## config.mk

```make
export PLATFORM = sky130hd
export DESIGN_NAME = ebt_timer_ctrl
export DESIGN_NICKNAME = d
export VERILOG_FILES = /design/src/common/ebt_pkg.sv /design/src/hw/ebt_timer_ctrl.sv
export VERILOG_INCLUDE_DIRS = /design/src /design/src/common
export SDC_FILE = /design/constraint.sdc
export NUM_CORES = 1
export LEC_CHECK = 0
export CORE_MARGIN = 2
export CORE_UTILIZATION = 60
export CTS_BUF_LIST = sky130_fd_sc_hd__clkbuf_4
export CTS_CLUSTER_DIAMETER = 80
export CTS_CLUSTER_SIZE = 10
export DETAILED_ROUTE_END_ITERATION = 7
export DONT_BUFFER_PORTS = 1
export PLACE_DENSITY_LB_ADDON = 0.1
export SLEW_MARGIN = 30
export SYNTH_ARGS = -nofsm -noshare
export SYNTH_HDL_FRONTEND = slang
export SYNTH_SLANG_ARGS = --single-unit
```

## constraint.sdc

```tcl
create_clock -name clock -period 3.56 [get_ports clock]
set_input_delay 0.178 -clock clock [delete_from_list [all_inputs] [get_ports clock]]
set_output_delay 0.178 -clock clock [all_outputs]
set_load 0.01 [all_outputs]
```

## src/common/ebt_regs.svh

```systemverilog
`ifndef EBT_REGS_SVH
`define EBT_REGS_SVH

// Register addresses on the CPU memory port
`define EBT_ADDR_CS0 16'hff6a
`define EBT_ADDR_CS1 16'hff8c
`define EBT_ADDR_CS2 16'hff5b
`define EBT_ADDR_MC0 16'hff6b
`define EBT_ADDR_MC1 16'hff43
`define EBT_ADDR_MC2 16'hff5c

// Field positions
`define EBT_MC_CE_BIT 7
`define EBT_MC_LVS_BIT 3
`define EBT_MC_LVR_BIT 2
`define EBT_MC_INV_BIT 1

// Reset values
`define EBT_CS_RESET 3'h0
`define EBT_MC_RESET 1'h0

// Divider taps, as powers of two of the peripheral clock
`define EBT_PRE_BITS 13
`define EBT_DIV_2 1
`define EBT_DIV_4 2
`define EBT_DIV_16 4
`define EBT_DIV_64 6
`define EBT_DIV_256 8
`define EBT_DIV_4096 12
`define EBT_DIV_8192 13

`endif

```

## src/common/ebt_pkg.sv

```systemverilog
package ebt_pkg;
   typedef enum logic [2:0] {
      EBT_SEL_EXT_FALL = 3'h0,
      EBT_SEL_EXT_RISE = 3'h1,
      EBT_SEL_FULL = 3'h2,
      EBT_SEL_DIV_A = 3'h3,
      EBT_SEL_DIV_B = 3'h4,
      EBT_SEL_DIV_C = 3'h5,
      EBT_SEL_DIV_D = 3'h6,
      EBT_SEL_DIV_E = 3'h7
   } ebt_sel_t;
   typedef logic [7:0] ebt_count_t;
endpackage

```

## src/hw/ebt_timer_ctrl.sv

```systemverilog
`timescale 1ns/1ns
`include "ebt_regs.svh"
module ebt_timer_ctrl
   import ebt_pkg::*;
(
   input wire logic clock,
   input wire logic rstn,
   input wire logic [15:0] bus_addr,
   input wire logic bus_wr,
   input wire logic [7:0] bus_wr_mask,
   input wire logic [7:0] bus_wdata,
   input wire logic bus_rd,
   output logic [7:0] bus_rdata,
   input wire logic [7:0] cmp0,
   input wire logic [7:0] cmp1,
   input wire logic [7:0] cmp2,
   input wire logic timer_h1_out,
   input wire logic external_count_input,
   input wire logic input_gating_select,
   input wire logic input_gate_level,
   output logic [7:0] count0,
   output logic [7:0] count1,
   output logic [7:0] count2,
   output logic [2:0] match,
   output logic timer0_out
);
   logic rst_meta_q;
   logic rst_q;
   logic [2:0] clock_sel_q [3];
   logic [2:0] count_en_q;
   logic inv_en_q;
   logic out_q;
   logic [`EBT_PRE_BITS-1:0] pre_q;
   logic h1_prev_q;
   logic ext_prev_q;
   ebt_count_t cnt_q [3];
   logic [7:0] cmp [3];
   logic [2:0] tick;
   logic [2:0] cs_hit;
   logic [2:0] mc_hit;
   logic ext_gated;
   logic h1_rise;
   logic ext_fall;
   logic ext_rise;
   logic [7:0] wmasked;
   logic [1:0] lv_wr;

   always_ff @(posedge clock or negedge rstn) begin
      if (!rstn) begin
         rst_meta_q <= 1'b0;
         rst_q <= 1'b0;
      end else begin
         rst_meta_q <= 1'b1;
         rst_q <= rst_meta_q;
      end
   end

   assign cs_hit[0] = bus_wr && bus_addr == `EBT_ADDR_CS0;
   assign cs_hit[1] = bus_wr && bus_addr == `EBT_ADDR_CS1;
   assign cs_hit[2] = bus_wr && bus_addr == `EBT_ADDR_CS2;
   assign mc_hit[0] = bus_wr && bus_addr == `EBT_ADDR_MC0;
   assign mc_hit[1] = bus_wr && bus_addr == `EBT_ADDR_MC1;
   assign mc_hit[2] = bus_wr && bus_addr == `EBT_ADDR_MC2;
   assign wmasked = bus_wdata & bus_wr_mask;
   assign lv_wr = mc_hit[0] ? {wmasked[`EBT_MC_LVS_BIT], wmasked[`EBT_MC_LVR_BIT]} : 2'h0;
   assign cmp[0] = cmp0;
   assign cmp[1] = cmp1;
   assign cmp[2] = cmp2;

   // Free-running prescaler; every divided tick is a one-cycle pulse
   always_ff @(posedge clock or negedge rst_q) begin
      if (!rst_q) begin
         pre_q <= '0;
      end else begin
         pre_q <= pre_q + 1'b1;
      end
   end

   // Gate only when the gating select is on; edges need the previous sample
   assign ext_gated = input_gating_select ? (external_count_input & input_gate_level)
                                          : external_count_input;
   always_ff @(posedge clock or negedge rst_q) begin
      if (!rst_q) begin
         h1_prev_q <= 1'b0;
         ext_prev_q <= 1'b0;
      end else begin
         h1_prev_q <= timer_h1_out;
         ext_prev_q <= ext_gated;
      end
   end
   assign h1_rise = timer_h1_out && !h1_prev_q;
   assign ext_fall = ext_prev_q && !ext_gated;
   assign ext_rise = !ext_prev_q && ext_gated;

   always_comb begin
      tick = 3'h0;
      unique case (ebt_sel_t'(clock_sel_q[0]))
         EBT_SEL_EXT_FALL, EBT_SEL_EXT_RISE: tick[0] = 1'b0;
         EBT_SEL_FULL: tick[0] = 1'b1;
         EBT_SEL_DIV_A: tick[0] = &pre_q[`EBT_DIV_2-1:0];
         EBT_SEL_DIV_B: tick[0] = &pre_q[`EBT_DIV_4-1:0];
         EBT_SEL_DIV_C: tick[0] = &pre_q[`EBT_DIV_64-1:0];
         EBT_SEL_DIV_D: tick[0] = &pre_q[`EBT_DIV_256-1:0];
         EBT_SEL_DIV_E: tick[0] = &pre_q[`EBT_DIV_8192-1:0];
      endcase
      unique case (ebt_sel_t'(clock_sel_q[1]))
         EBT_SEL_EXT_FALL, EBT_SEL_EXT_RISE: tick[1] = 1'b0;
         EBT_SEL_FULL: tick[1] = 1'b1;
         EBT_SEL_DIV_A: tick[1] = &pre_q[`EBT_DIV_2-1:0];
         EBT_SEL_DIV_B: tick[1] = &pre_q[`EBT_DIV_16-1:0];
         EBT_SEL_DIV_C: tick[1] = &pre_q[`EBT_DIV_64-1:0];
         EBT_SEL_DIV_D: tick[1] = &pre_q[`EBT_DIV_256-1:0];
         EBT_SEL_DIV_E: tick[1] = h1_rise;
      endcase
      unique case (ebt_sel_t'(clock_sel_q[2]))
         EBT_SEL_EXT_FALL: tick[2] = ext_fall;
         EBT_SEL_EXT_RISE: tick[2] = ext_rise;
         EBT_SEL_FULL: tick[2] = 1'b1;
         EBT_SEL_DIV_A: tick[2] = &pre_q[`EBT_DIV_2-1:0];
         EBT_SEL_DIV_B: tick[2] = &pre_q[`EBT_DIV_16-1:0];
         EBT_SEL_DIV_C: tick[2] = &pre_q[`EBT_DIV_64-1:0];
         EBT_SEL_DIV_D: tick[2] = &pre_q[`EBT_DIV_256-1:0];
         EBT_SEL_DIV_E: tick[2] = &pre_q[`EBT_DIV_4096-1:0];
      endcase
   end

   // Per-timer registers and counter
   for (genvar i = 0; i < 3; i++) begin : g_tmr
      always_ff @(posedge clock or negedge rst_q) begin
         if (!rst_q) begin
            clock_sel_q[i] <= `EBT_CS_RESET;
         end else if (cs_hit[i]) begin
            // Upper bits are not stored; a changed code takes effect at once
            clock_sel_q[i] <= (clock_sel_q[i] & ~bus_wr_mask[2:0]) | wmasked[2:0];
         end
      end
      always_ff @(posedge clock or negedge rst_q) begin
         if (!rst_q) begin
            count_en_q[i] <= `EBT_MC_RESET;
         end else if (mc_hit[i] && bus_wr_mask[`EBT_MC_CE_BIT]) begin
            count_en_q[i] <= bus_wdata[`EBT_MC_CE_BIT];
         end
      end
      assign match[i] = count_en_q[i] && tick[i] && cnt_q[i] == cmp[i];
      always_ff @(posedge clock or negedge rst_q) begin
         if (!rst_q) begin
            cnt_q[i] <= '0;
         end else if (!count_en_q[i]) begin
            cnt_q[i] <= '0;
         end else if (match[i]) begin
            cnt_q[i] <= '0;
         end else if (tick[i]) begin
            cnt_q[i] <= cnt_q[i] + 1'b1;
         end
      end
   end

   always_ff @(posedge clock or negedge rst_q) begin
      if (!rst_q) begin
         inv_en_q <= `EBT_MC_RESET;
      end else if (mc_hit[0] && bus_wr_mask[`EBT_MC_INV_BIT]) begin
         inv_en_q <= bus_wdata[`EBT_MC_INV_BIT];
      end
   end

   // A level write beats a match in the same cycle; code 11 is ignored
   always_ff @(posedge clock or negedge rst_q) begin
      if (!rst_q) begin
         out_q <= 1'b0;
      end else if (lv_wr == 2'h1) begin
         out_q <= 1'b0;
      end else if (lv_wr == 2'h2) begin
         out_q <= 1'b1;
      end else if (match[0] && inv_en_q) begin
         out_q <= !out_q;
      end
   end

   always_ff @(posedge clock or negedge rst_q) begin
      if (!rst_q) begin
         bus_rdata <= 8'h00;
      end else if (bus_rd) begin
         unique case (bus_addr)
            `EBT_ADDR_CS0: bus_rdata <= {5'h00, clock_sel_q[0]};
            `EBT_ADDR_CS1: bus_rdata <= {5'h00, clock_sel_q[1]};
            `EBT_ADDR_CS2: bus_rdata <= {5'h00, clock_sel_q[2]};
            `EBT_ADDR_MC0: bus_rdata <= {count_en_q[0], 5'h00, inv_en_q, 1'b0};
            `EBT_ADDR_MC1: bus_rdata <= {count_en_q[1], 7'h00};
            `EBT_ADDR_MC2: bus_rdata <= {count_en_q[2], 7'h00};
            default: bus_rdata <= 8'h00;
         endcase
      end
   end

   assign count0 = cnt_q[0];
   assign count1 = cnt_q[1];
   assign count2 = cnt_q[2];
   assign timer0_out = out_q;

   property p_cs_byte;
      @(posedge clock) disable iff (!rst_q)
      cs_hit[0] && bus_wr_mask == 8'hff |=> clock_sel_q[0] == $past(bus_wdata[2:0]);
   endproperty
   a_cs_byte: assert property (p_cs_byte) else $error("byte write lost");
   property p_cs_read;
      @(posedge clock) disable iff (!rst_q)
      bus_rd && bus_addr == `EBT_ADDR_CS0 |=> bus_rdata[7:3] == 5'h00;
   endproperty
   a_cs_read: assert property (p_cs_read) else $error("select upper bits set");
   property p_prohib;
      @(posedge clock) disable iff (!rst_q)
      clock_sel_q[0] < 3'h2 && count_en_q[0] && !cs_hit[0] |=> cnt_q[0] == $past(cnt_q[0]);
   endproperty
   a_prohib: assert property (p_prohib) else $error("counting on prohibited code");
   property p_full;
      @(posedge clock) disable iff (!rst_q)
      clock_sel_q[1] == 3'h2 && count_en_q[1] && cnt_q[1] != cmp1
      |=> cnt_q[1] == $past(cnt_q[1]) + 8'h01;
   endproperty
   a_full: assert property (p_full) else $error("full-rate count missed");
   // Judged from the counter, so a broken edge detector cannot satisfy it
   property p_ext_fall;
      @(posedge clock) disable iff (!rst_q)
      clock_sel_q[2] == 3'h0 && count_en_q[2] && cnt_q[2] != cmp2
      && $past(ext_gated) && !ext_gated
      |=> cnt_q[2] == $past(cnt_q[2]) + 8'h01;
   endproperty
   a_ext_fall: assert property (p_ext_fall) else $error("falling edge not counted");
   property p_stop;
      @(posedge clock) disable iff (!rst_q)
      !count_en_q[0] |=> cnt_q[0] == 8'h00;
   endproperty
   a_stop: assert property (p_stop) else $error("stopped counter not clear");
   property p_lv;
      @(posedge clock) disable iff (!rst_q)
      lv_wr == 2'h2 |=> timer0_out ##1 (timer0_out || $past(match[0]) || $past(lv_wr == 2'h1));
   endproperty
   a_lv: assert property (p_lv) else $error("level set failed");
   property p_wo;
      @(posedge clock) disable iff (!rst_q)
      bus_rd && bus_addr == `EBT_ADDR_MC0 |=> bus_rdata[3:2] == 2'h0;
   endproperty
   a_wo: assert property (p_wo) else $error("write-only bits read back");
   property p_toggle;
      @(posedge clock) disable iff (!rst_q)
      match[0] && inv_en_q && lv_wr == 2'h0 |=> timer0_out != $past(timer0_out);
   endproperty
   a_toggle: assert property (p_toggle) else $error("output did not toggle");
   property p_match_clr;
      @(posedge clock) disable iff (!rst_q)
      match[2] |=> cnt_q[2] == 8'h00;
   endproperty
   a_match_clr: assert property (p_match_clr) else $error("match did not clear");

   property p_cov_match;
      @(posedge clock) disable iff (!rst_q)
      match[0] ##[1:300] match[0];
   endproperty
   c_cov_match: cover property (p_cov_match);
   property p_cov_ext;
      @(posedge clock) disable iff (!rst_q)
      clock_sel_q[2] == 3'h1 && match[2];
   endproperty
   c_cov_ext: cover property (p_cov_ext);
   property p_cov_h1;
      @(posedge clock) disable iff (!rst_q)
      clock_sel_q[1] == 3'h7 && match[1];
   endproperty
   c_cov_h1: cover property (p_cov_h1);
endmodule

```

**Yosys cells after proc, flatten, opt, wreduce, memory -nomap -nowiden**

Index checks and enable logic that the tools add are counted.

- Bitwise logic cells: 9
- Shifts and indexed selects: 0
- Magnitude comparators: 0
- Equality and inequality tests: 35
- Multiplexer cells: 18
- $add $sub $neg: 4
- Div/mod/pow operators: 0
- Multiply operators: 0
- Reduce and logical (&&, ||, !) cells: 36

Operator list:

| kind | number |
|---|---|
| $eq 16x16->1 const B | 6 |
| $mux 8 | 9 |
| $pmux 8 s6 | 1 |
| $eq 3x3->1 const B | 12 |
| $add 8x1->8 const B | 3 |
| $eq 8x8->1 | 3 |
| $logic_and 1x1->1 | 20 |
| $eq 3x2->1 const B | 6 |
| $pmux 1 s7 | 2 |
| $add 13x1->13 const B | 1 |
| $reduce_and 13->1 | 1 |
| $reduce_and 12->1 | 1 |
| $and 3x3->3 | 3 |
| $eq 3x1->1 const B | 3 |
| $logic_not 3->1 | 3 |
| $ne 3x2->1 const B | 3 |
| $or 3x3->3 | 3 |
| $pmux 1 s8 | 1 |
| $reduce_and 8->1 | 1 |
| $reduce_and 6->1 | 1 |
| $and 4x4->4 | 1 |
| $logic_not 1->1 | 4 |
| $mux 1 | 4 |
| $reduce_and 4->1 | 1 |
| other kinds (8) | 9 |

- Bits of input ports: 64
- Bits in latches: 0
- Output and inout bits: 36
- Memory bits (read-only): 0
- Bits in registers: 63
- Memory bits (writable): 0
- Memories kept: 0
- Word-level logic and storage cells: 119

**Logic depth before layout (Yosys ltp)**

Gate-level depths: netlist of the first run.

- Depth after elaboration: 9
- Gate-level depth with buffers: 10
- Gate-level depth less buffers: 10

**Least setup slack after synthesis of the first run**

Ideal clock, no wire load.

- Path kind: input-to-reg
- Start point: in bus_addr[11]
- End point: reg out_q (netlist: timer0_out)
- Setup time: 125 ps
- Path slack: 1320 ps
- Stages: 8
- Path buffers: 0
- Data arrival time: 2115 ps
- Required time: 3435 ps
- Cells stage by stage: nand4_1 -> or3b_1 -> nor4_1 -> and2_1 -> and4_1 -> ha_1 -> a21bo_2 -> mux2_2

- Word-level cells in the longest chain between the ends: 6
- Elaborated cells on any way between the ends: 8
- Classes of those cells: eq/ne: 3; mux: 3; reduce/logical: 2

RTL lines:

| what | line | source |
|---|---|---|
| start, declared | ebt_timer_ctrl.sv:8 | `input wire logic [15:0] bus_addr,` |
| $eq 16x16->1 (*) | n/a |  |
| $logic_and 1x1->1 (no source line) (*) | n/a |  |
| $mux 2 (*) | ebt_timer_ctrl.sv:65 | `` assign lv_wr = mc_hit[0] ? {wmasked[`EBT_MC_LVS_BIT], wmasked[`EBT_MC_LVR_BIT]} : 2'h0; `` |
| $eq 2x2->1 | ebt_timer_ctrl.sv:172 | `end else if (lv_wr == 2'h2) begin` |
| $mux 1 | ebt_timer_ctrl.sv:172 |  |
| $mux 1 | ebt_timer_ctrl.sv:170 | `end else if (lv_wr == 2'h1) begin` |
| end signal, assigned | ebt_timer_ctrl.sv:175 | `out_q <= !out_q;` |
| end, declared | ebt_timer_ctrl.sv:32 | `logic out_q;` |

Mark *: on every way between the ends. The rest lies on a longest branch, timed or not.
A chain may end at the register's enable or synchronous reset.

**Worst setup path in the final report of the first run**

- Start point: reg pre_q[0]
- End point: out match[2]

- Word-level cells in the longest chain between the ends: 4
- Elaborated cells on any way between the ends: 7
- Classes of those cells: mux: 1; reduce/logical: 6

RTL lines:

| what | line | source |
|---|---|---|
| start, declared | ebt_timer_ctrl.sv:33 | `` logic [`EBT_PRE_BITS-1:0] pre_q; `` |
| start signal, assigned | ebt_timer_ctrl.sv:75 | `pre_q <= pre_q + 1'b1;` |
| $reduce_and 12->1, or another cell as far along | ebt_timer_ctrl.sv:123 | `` EBT_SEL_DIV_E: tick[2] = &pre_q[`EBT_DIV_4096-1:0]; `` |
| $pmux 1 s8 (*) | ebt_timer_ctrl.sv:115 | `unique case (ebt_sel_t'(clock_sel_q[2]))` |
| $logic_and 1x1->1 (*) (2 in series) | ebt_timer_ctrl.sv:144 | `assign match[i] = count_en_q[i] && tick[i] && cnt_q[i] == cmp[i];` |
| end, declared | ebt_timer_ctrl.sv:24 | `output logic [2:0] match,` |

Marked as above.

==> flow_summary.ini, run 1 <==
[clocking]
post-cts-setup-buffers = 0
numCtsBuffers = 9
insertion_delay_ns = 0.39
cts_root_buf = clkbuf_4
htree_levels = 3
cts_sinks = 59
path_clk_slew_ns = 0.09
post_cts_resized = 0
cts_tree = done
cts_max_path_buffers = 2

[cells_and_area]
fin_nets = 452
fin_cells = 459
syn_to_final_growth_pct = 10.13
drive_gt1_share_pct = 11.37
diodes = 0
fin_area_mm2 = 0.003809

[global_routing]
grt_max_degree = 40
grt_pass1_vias = 2723
track_usage_pct = 25.66
grt_pass1_wl_um = 12730
grt-ovfl-total = 0
antenna_found_initial = 0

[placement]
place.port_buffers = 0
dp_hpwl_um = 5450
placed_cell_area_mm2 = 0.003503
dp_cells = 423
gp_congestion = 0.8017
preCtsSetupSlack_ns = 0.9146

[drt]
vias = 2852
viasPerCell = 6.214
initialDrtViolationCount = 193
wl_um = 7742
drcViolationCount = 0
ant_nets = 0
dr.pass1.iters = 4
drt-wirelength-per-cell_um = 16.87

[synth]
synth_area_mm2 = 0.003458
ys_seq_elements = 59
yosys_warnings = 0
async_flop_share_pct = 100.0
syn_inst = 361
synth_area_leader_cell = dfrtp_1
syn_area_per_cell_um2 = 9.580
seq_area_frac_synth_pct = 42.69
ys.flop_type = dfrtp_1
synth_area_leaders = dfrtp_1 (43%), xor2_1 (5.8%), mux2_2 (4.6%), nand3_1 (4.1%), nand2_1 (3.6%)
synth_cell_types = 58
synth_edf_count = 0
yosysTopAreaCellShare_pct = 42.69

[critical_path]
arrival_ns = 2.51
crit_type = register to output pin
cp-end-kind = output pin
worstPathRequired_ns = 3.38
cp_max_fo = 17
startpoint_type = register

[power_and_ir_drop]
power_w = 0.001133
ir_worst_vdd_mv = 0.2243
p_per_area_mw_per_mm2 = 297.4
p_leak_nw = 1.583

[min_path]
min_path_type = input pin to register

[floorplanning]
die-height_um = 79.92
start_util_pct = 62.42
die-area_mm2 = 0.006387
io_pins = 100
fp-row-count = 27
fp.dieW_um = 79.92
core_area_mm2 = 0.005540

[sta]
hold_viol_final = 0
layout_setup_ws_ns = 0.8725
setup_viol = 0
timing.setup.tns_ns = 0
period_needed_ns = 2.688
period_share_pct = 75.49
relSlewSlack_pct = 49.24
slew_violations = 0
fmax_mhz = 372.1
tightestPinTransition_ns = 0.7586
rsz0062_at_grt = no
clock_skew_ns = 0.01237

[job]
cap_violations = 0

[run_status]
status = completed
==> Yosys cell counts, drive strengths merged, types with 6 or more instances <==
| master | n |
|---|---|
| and3 | 8 |
| nand3 | 29 |
| a21oi | 18 |
| nand4 | 7 |
| xnor2 | 12 |
| mux2 | 14 |
| dfrtp | 59 |
| nor4 | 7 |
| nor2 | 16 |
| clkbuf | 9 |
| nand2 | 34 |
| or4b | 8 |
| ha | 6 |
| xor2 | 23 |
| inv | 9 |
| o21ai | 20 |
| buf | 6 |
| nor2b | 6 |
==> layout make-up <==
cell class,instances,area (um2)
Multi-Input combinational cell,281,1887
Fill cell,455,1732
Sequential cell,59,1480
Timing Repair Buffer,22,210.2
Clock buffer,12,90.09
Tap cell,72,90.09
Inverter,9,33.78
Clock inverter,4,17.52
==> metrics by stage <==
| step | hold WS, ns | utilization (%) |
|---|---|---|
| after floorplan | -0.1176 | - |
| after global placement | -0.1175 | 63.23 |
| after detailed placement | -0.1175 | 63.23 |
| after CTS | 0.0004753 | 68.61 |
| after global routing | 0.01029 | 68.74 |
| final | 0.02047 | 68.74 |
==> routing by layer <==
| layer | part of all wire [%] | global-route usage (%) |
|---|---|---|
| met3 | 5.3 | 5.317 |
| met4 | 2.3 | 12.54 |
| met5 | 0 | 0 |
| met2 | 49 | 42.25 |
| met1 | 43 | 32.03 |
==> path summary, 6_finish.rpt <==
kind	from	endpoint	slack, ns	cells after the start
worst max-delay path	pre_q[0]	match[2]	0.87	6
worst min-delay path	bus_wr_mask[2]	register	0.02	2
worst max register to register	pre_q[0]	timer0_out	0.88	8
worst min register to register	rst_q	count_en_q[2]	0.30	0
max in group asynchronous	rst_q	count0[6]	2.59	1
min in group asynchronous	rst_q	count_en_q[2]	0.30	0
==> layout by cell type, fill, tap and decap left out, drive strengths merged, types with 4 or more instances in the layout <==
| cell | count |
|---|---|
| nor2b | 6 |
| nand2 | 34 |
| o21ai | 20 |
| xor2 | 23 |
| mux2 | 14 |
| clkbuf | 13 |
| inv | 9 |
| nand4 | 7 |
| ha | 6 |
| and2 | 5 |
| clkinv | 4 |
| conb | 5 |
| nor2 | 16 |
| or4b | 8 |
| o22ai | 4 |
| dlygate4sd3 | 19 |
| nand4b | 4 |
| and3 | 8 |
| nor4 | 7 |
| xnor2 | 12 |
| or4 | 5 |
| a21oi | 18 |
| nor3 | 5 |
| dfrtp | 59 |
| nand3 | 29 |
==> kinds of logic after synthesis <==
logic type                 share of synthesized area [%]
DFF                                                42.69
buffers and inverters                              3.075
xor gates and xnor gates                           8.864
muxes                                              4.559
other                                             0.2172
and+or+nand+nor                                    26.09
adders and majority gates                          2.171
AOI/OAI and AO/OA                                  12.34
==> critical path: stages, from the launching register on <==
cell,delay [ns]
dfrtp_1,0.44
ha_1,0.28
nand3_4,0.15
nor3_4,0.31
a31o_2,0.23
a31oi_4,0.18
nor4_1,0.52
==> where the power goes <==
part	leakage [nW]	total, W	internal, W	switching (W)
sequential	0.799	0.000689	0.000675	0.0000135
clock	0.0662	0.000391	0.000161	0.000230
combinational	0.718	0.0000533	0.0000272	0.0000261
==> timing repair <==
| action | CTS | global route |
|---|---|---|
| hold buffers | 19 | 0 |
| setup endpoints to repair | 0 | 0 |
| endpoints found under the hold margin | 21 | 0 |
No activity file was read; power rests on OpenSTA's default activity.
==> run 2: changes to the inputs <==
- clock period: 3.56 -> 2.25 ns (I/O delays scaled with it)
==> run 2 against run 1 <==
Against the previous run:
- clock-buffer cell count down 1
- utilization increased by 5.1 points
- worst hold slack improved by 0.0045 ns
- final cell count rose by 6.3%
- critical path type unchanged
- critical endpoint unchanged
- highest routed layer unchanged
==> flow_summary.ini, run 2 (synthesis results as in run 1) <==
[run_status]
status = completed

[drt]
viasPerCell = 6.135
ant_nets = 0
wl_um = 8332
drcViolationCount = 0
vias = 2994
dr.pass1.iters = 4
initialDrtViolationCount = 208
drt-wirelength-per-cell_um = 17.07

[critical_path]
cp-startpoint = pre_q[1]
timing.rr.start = pre_q[1]
crit_chain = ha_4, nand3_4, buf_6, nor2_2, a221o_1, a31oi_4, nor4_2, buf_4
crit_type = register to output pin
cp_max_fo = 5
startpoint_type = register
cp-end-kind = output pin
crit_slowest_cell = dfrtp_1
cpPeakStageDelay_ns = 0.42
worstPathRequired_ns = 2.14
arrival_ns = 2.10

[cells_and_area]
multi_input_area_mm2 = 0.001938
nFillCells = 401
final_cell_mix = dfrtp_1 (58), nand2_1 (33), nand3_1 (28)
layout_commonest_cell = dfrtp_1
drive_gt1_share_pct = 18.27
fin_nets = 481
fin_cells = 488
seq_area_mm2 = 0.001478
syn_to_final_growth_pct = 18.38
diodes = 0

[floorplanning]
die-area_mm2 = 0.006387
fp.dieW_um = 79.92
core_area_mm2 = 0.005540
start_util_pct = 62.42
io_pins = 100
die-height_um = 79.92
fp-row-count = 27

[global_routing]
grt-ovfl-total = 0
antenna_found_initial = 0
grt_pass1_wl_um = 13690
grt_pass1_vias = 2952
grt_max_degree = 27
track_usage_pct = 27.22

[min_path]
min_path_type = input pin to register
min_from = bus_addr[4]

[power_and_ir_drop]
ir_worst_vdd_mv = 0.4215
p_per_area_mw_per_mm2 = 439.4
p_leak_nw = 1.740

[sta]
slew_violations = 0
timing.setup.tns_ns = 0
relSlewSlack_pct = 63.44
fmax_mhz = 452.4
whs_ns = 0.02497
layout_setup_ws_ns = 0.03968
hold_viol_final = 0
tightestPinTransition_ns = 0.5484
rsz0062_at_grt = yes
clock_skew_ns = 0.009392
setup_viol = 0
period_share_pct = 98.24
period_needed_ns = 2.210

[clocking]
numCtsBuffers = 9
cts_tree = done
insertion_delay_ns = 0.39
cts_max_path_buffers = 2
htree_levels = 3
cts_sinks = 59
cts_root_buf = clkbuf_4
path_clk_slew_ns = 0.10

[placement]
gp_congestion = 0.8283
dp_cells = 443
dp_hpwl_um = 5787
preCtsSetupSlack_ns = -0.05696
place.port_buffers = 0

[job]
cap_violations = 0
run 2: changes by cell type in the layout (fill, tap and decap cells not counted), sizes merged:
cell         previous run  this run
clkbuf                 13        11
clkinv                  4         5
buf                     2        27
dlygate4sd3            19        24
run 2: final timing paths:
path | endpoint | depth (start not counted) | slack, ns
hold / removal | count_en_q[1] | 3 | 0.02
setup / recovery | match[2] | 8 | 0.04
setup reg to reg | count2[4] | 8 | 0.05
max in group asynchronous | count1[3] | 1 | 1.43
min in group asynchronous | bus_rdata[7] | 0 | 0.16
hold reg to reg | bus_rdata[7] | 0 | 0.16
run 2: layout make-up:
class / count / area share (%)
clock buffers: 11 / 2.017
repair buffers: 51 / 11.00
inverters: 9 / 0.8252
well taps: 72 / 2.200
multi-input cells: 281 / 47.34
clock inverters: 5 / 0.5196
flip-flops and latches: 59 / 36.09
run 2: worst max-delay path: cells and delay by family (launching register included):
kind                       cells  cell delay [ns]
AOI/OAI and AO/OA              2             0.63
and+or+nand+nor                3             0.20
buffers and inverters          2             0.28
adders and majority gates      1             0.18
DFF                            1             0.42
run 2: power by group:
part	switching, W	internal, W
Sequential	0.0000119	0.00107
Combinational	0.0000553	0.0000504
Clock	0.000375	0.000238
run 2: what timing repair did:
action,in CTS,in global routing
setup buffers,2,3
resized for setup,5,8
setup endpoints to repair,2,14
endpoints found under the hold margin,21,0
hold buffers,24,0
pin swaps,2,9
run 2: layer usage:
layer | share of wire, % | vias to the layer above | GRT usage (%)
met4 | 1.2 | 0 | 9.831
met3 | 6.6 | 10 | 4.864
met2 | 52 | 93 | 45.75
li1 | - | 1422 | -
met1 | 40 | 1469 | 35.15
met5 | 0 | - | 0
run 2: per-stage QoR:
step	total power [W]	instance area (um2)	utilization, %
after floorplan	0.001163	3470	-
after global placement	0.001169	3654	65.94
after detailed placement	0.001171	3654	65.94
after CTS	0.001815	4035	72.83
after global routing	0.001871	4094	73.89
final	0.001799	4094	73.89
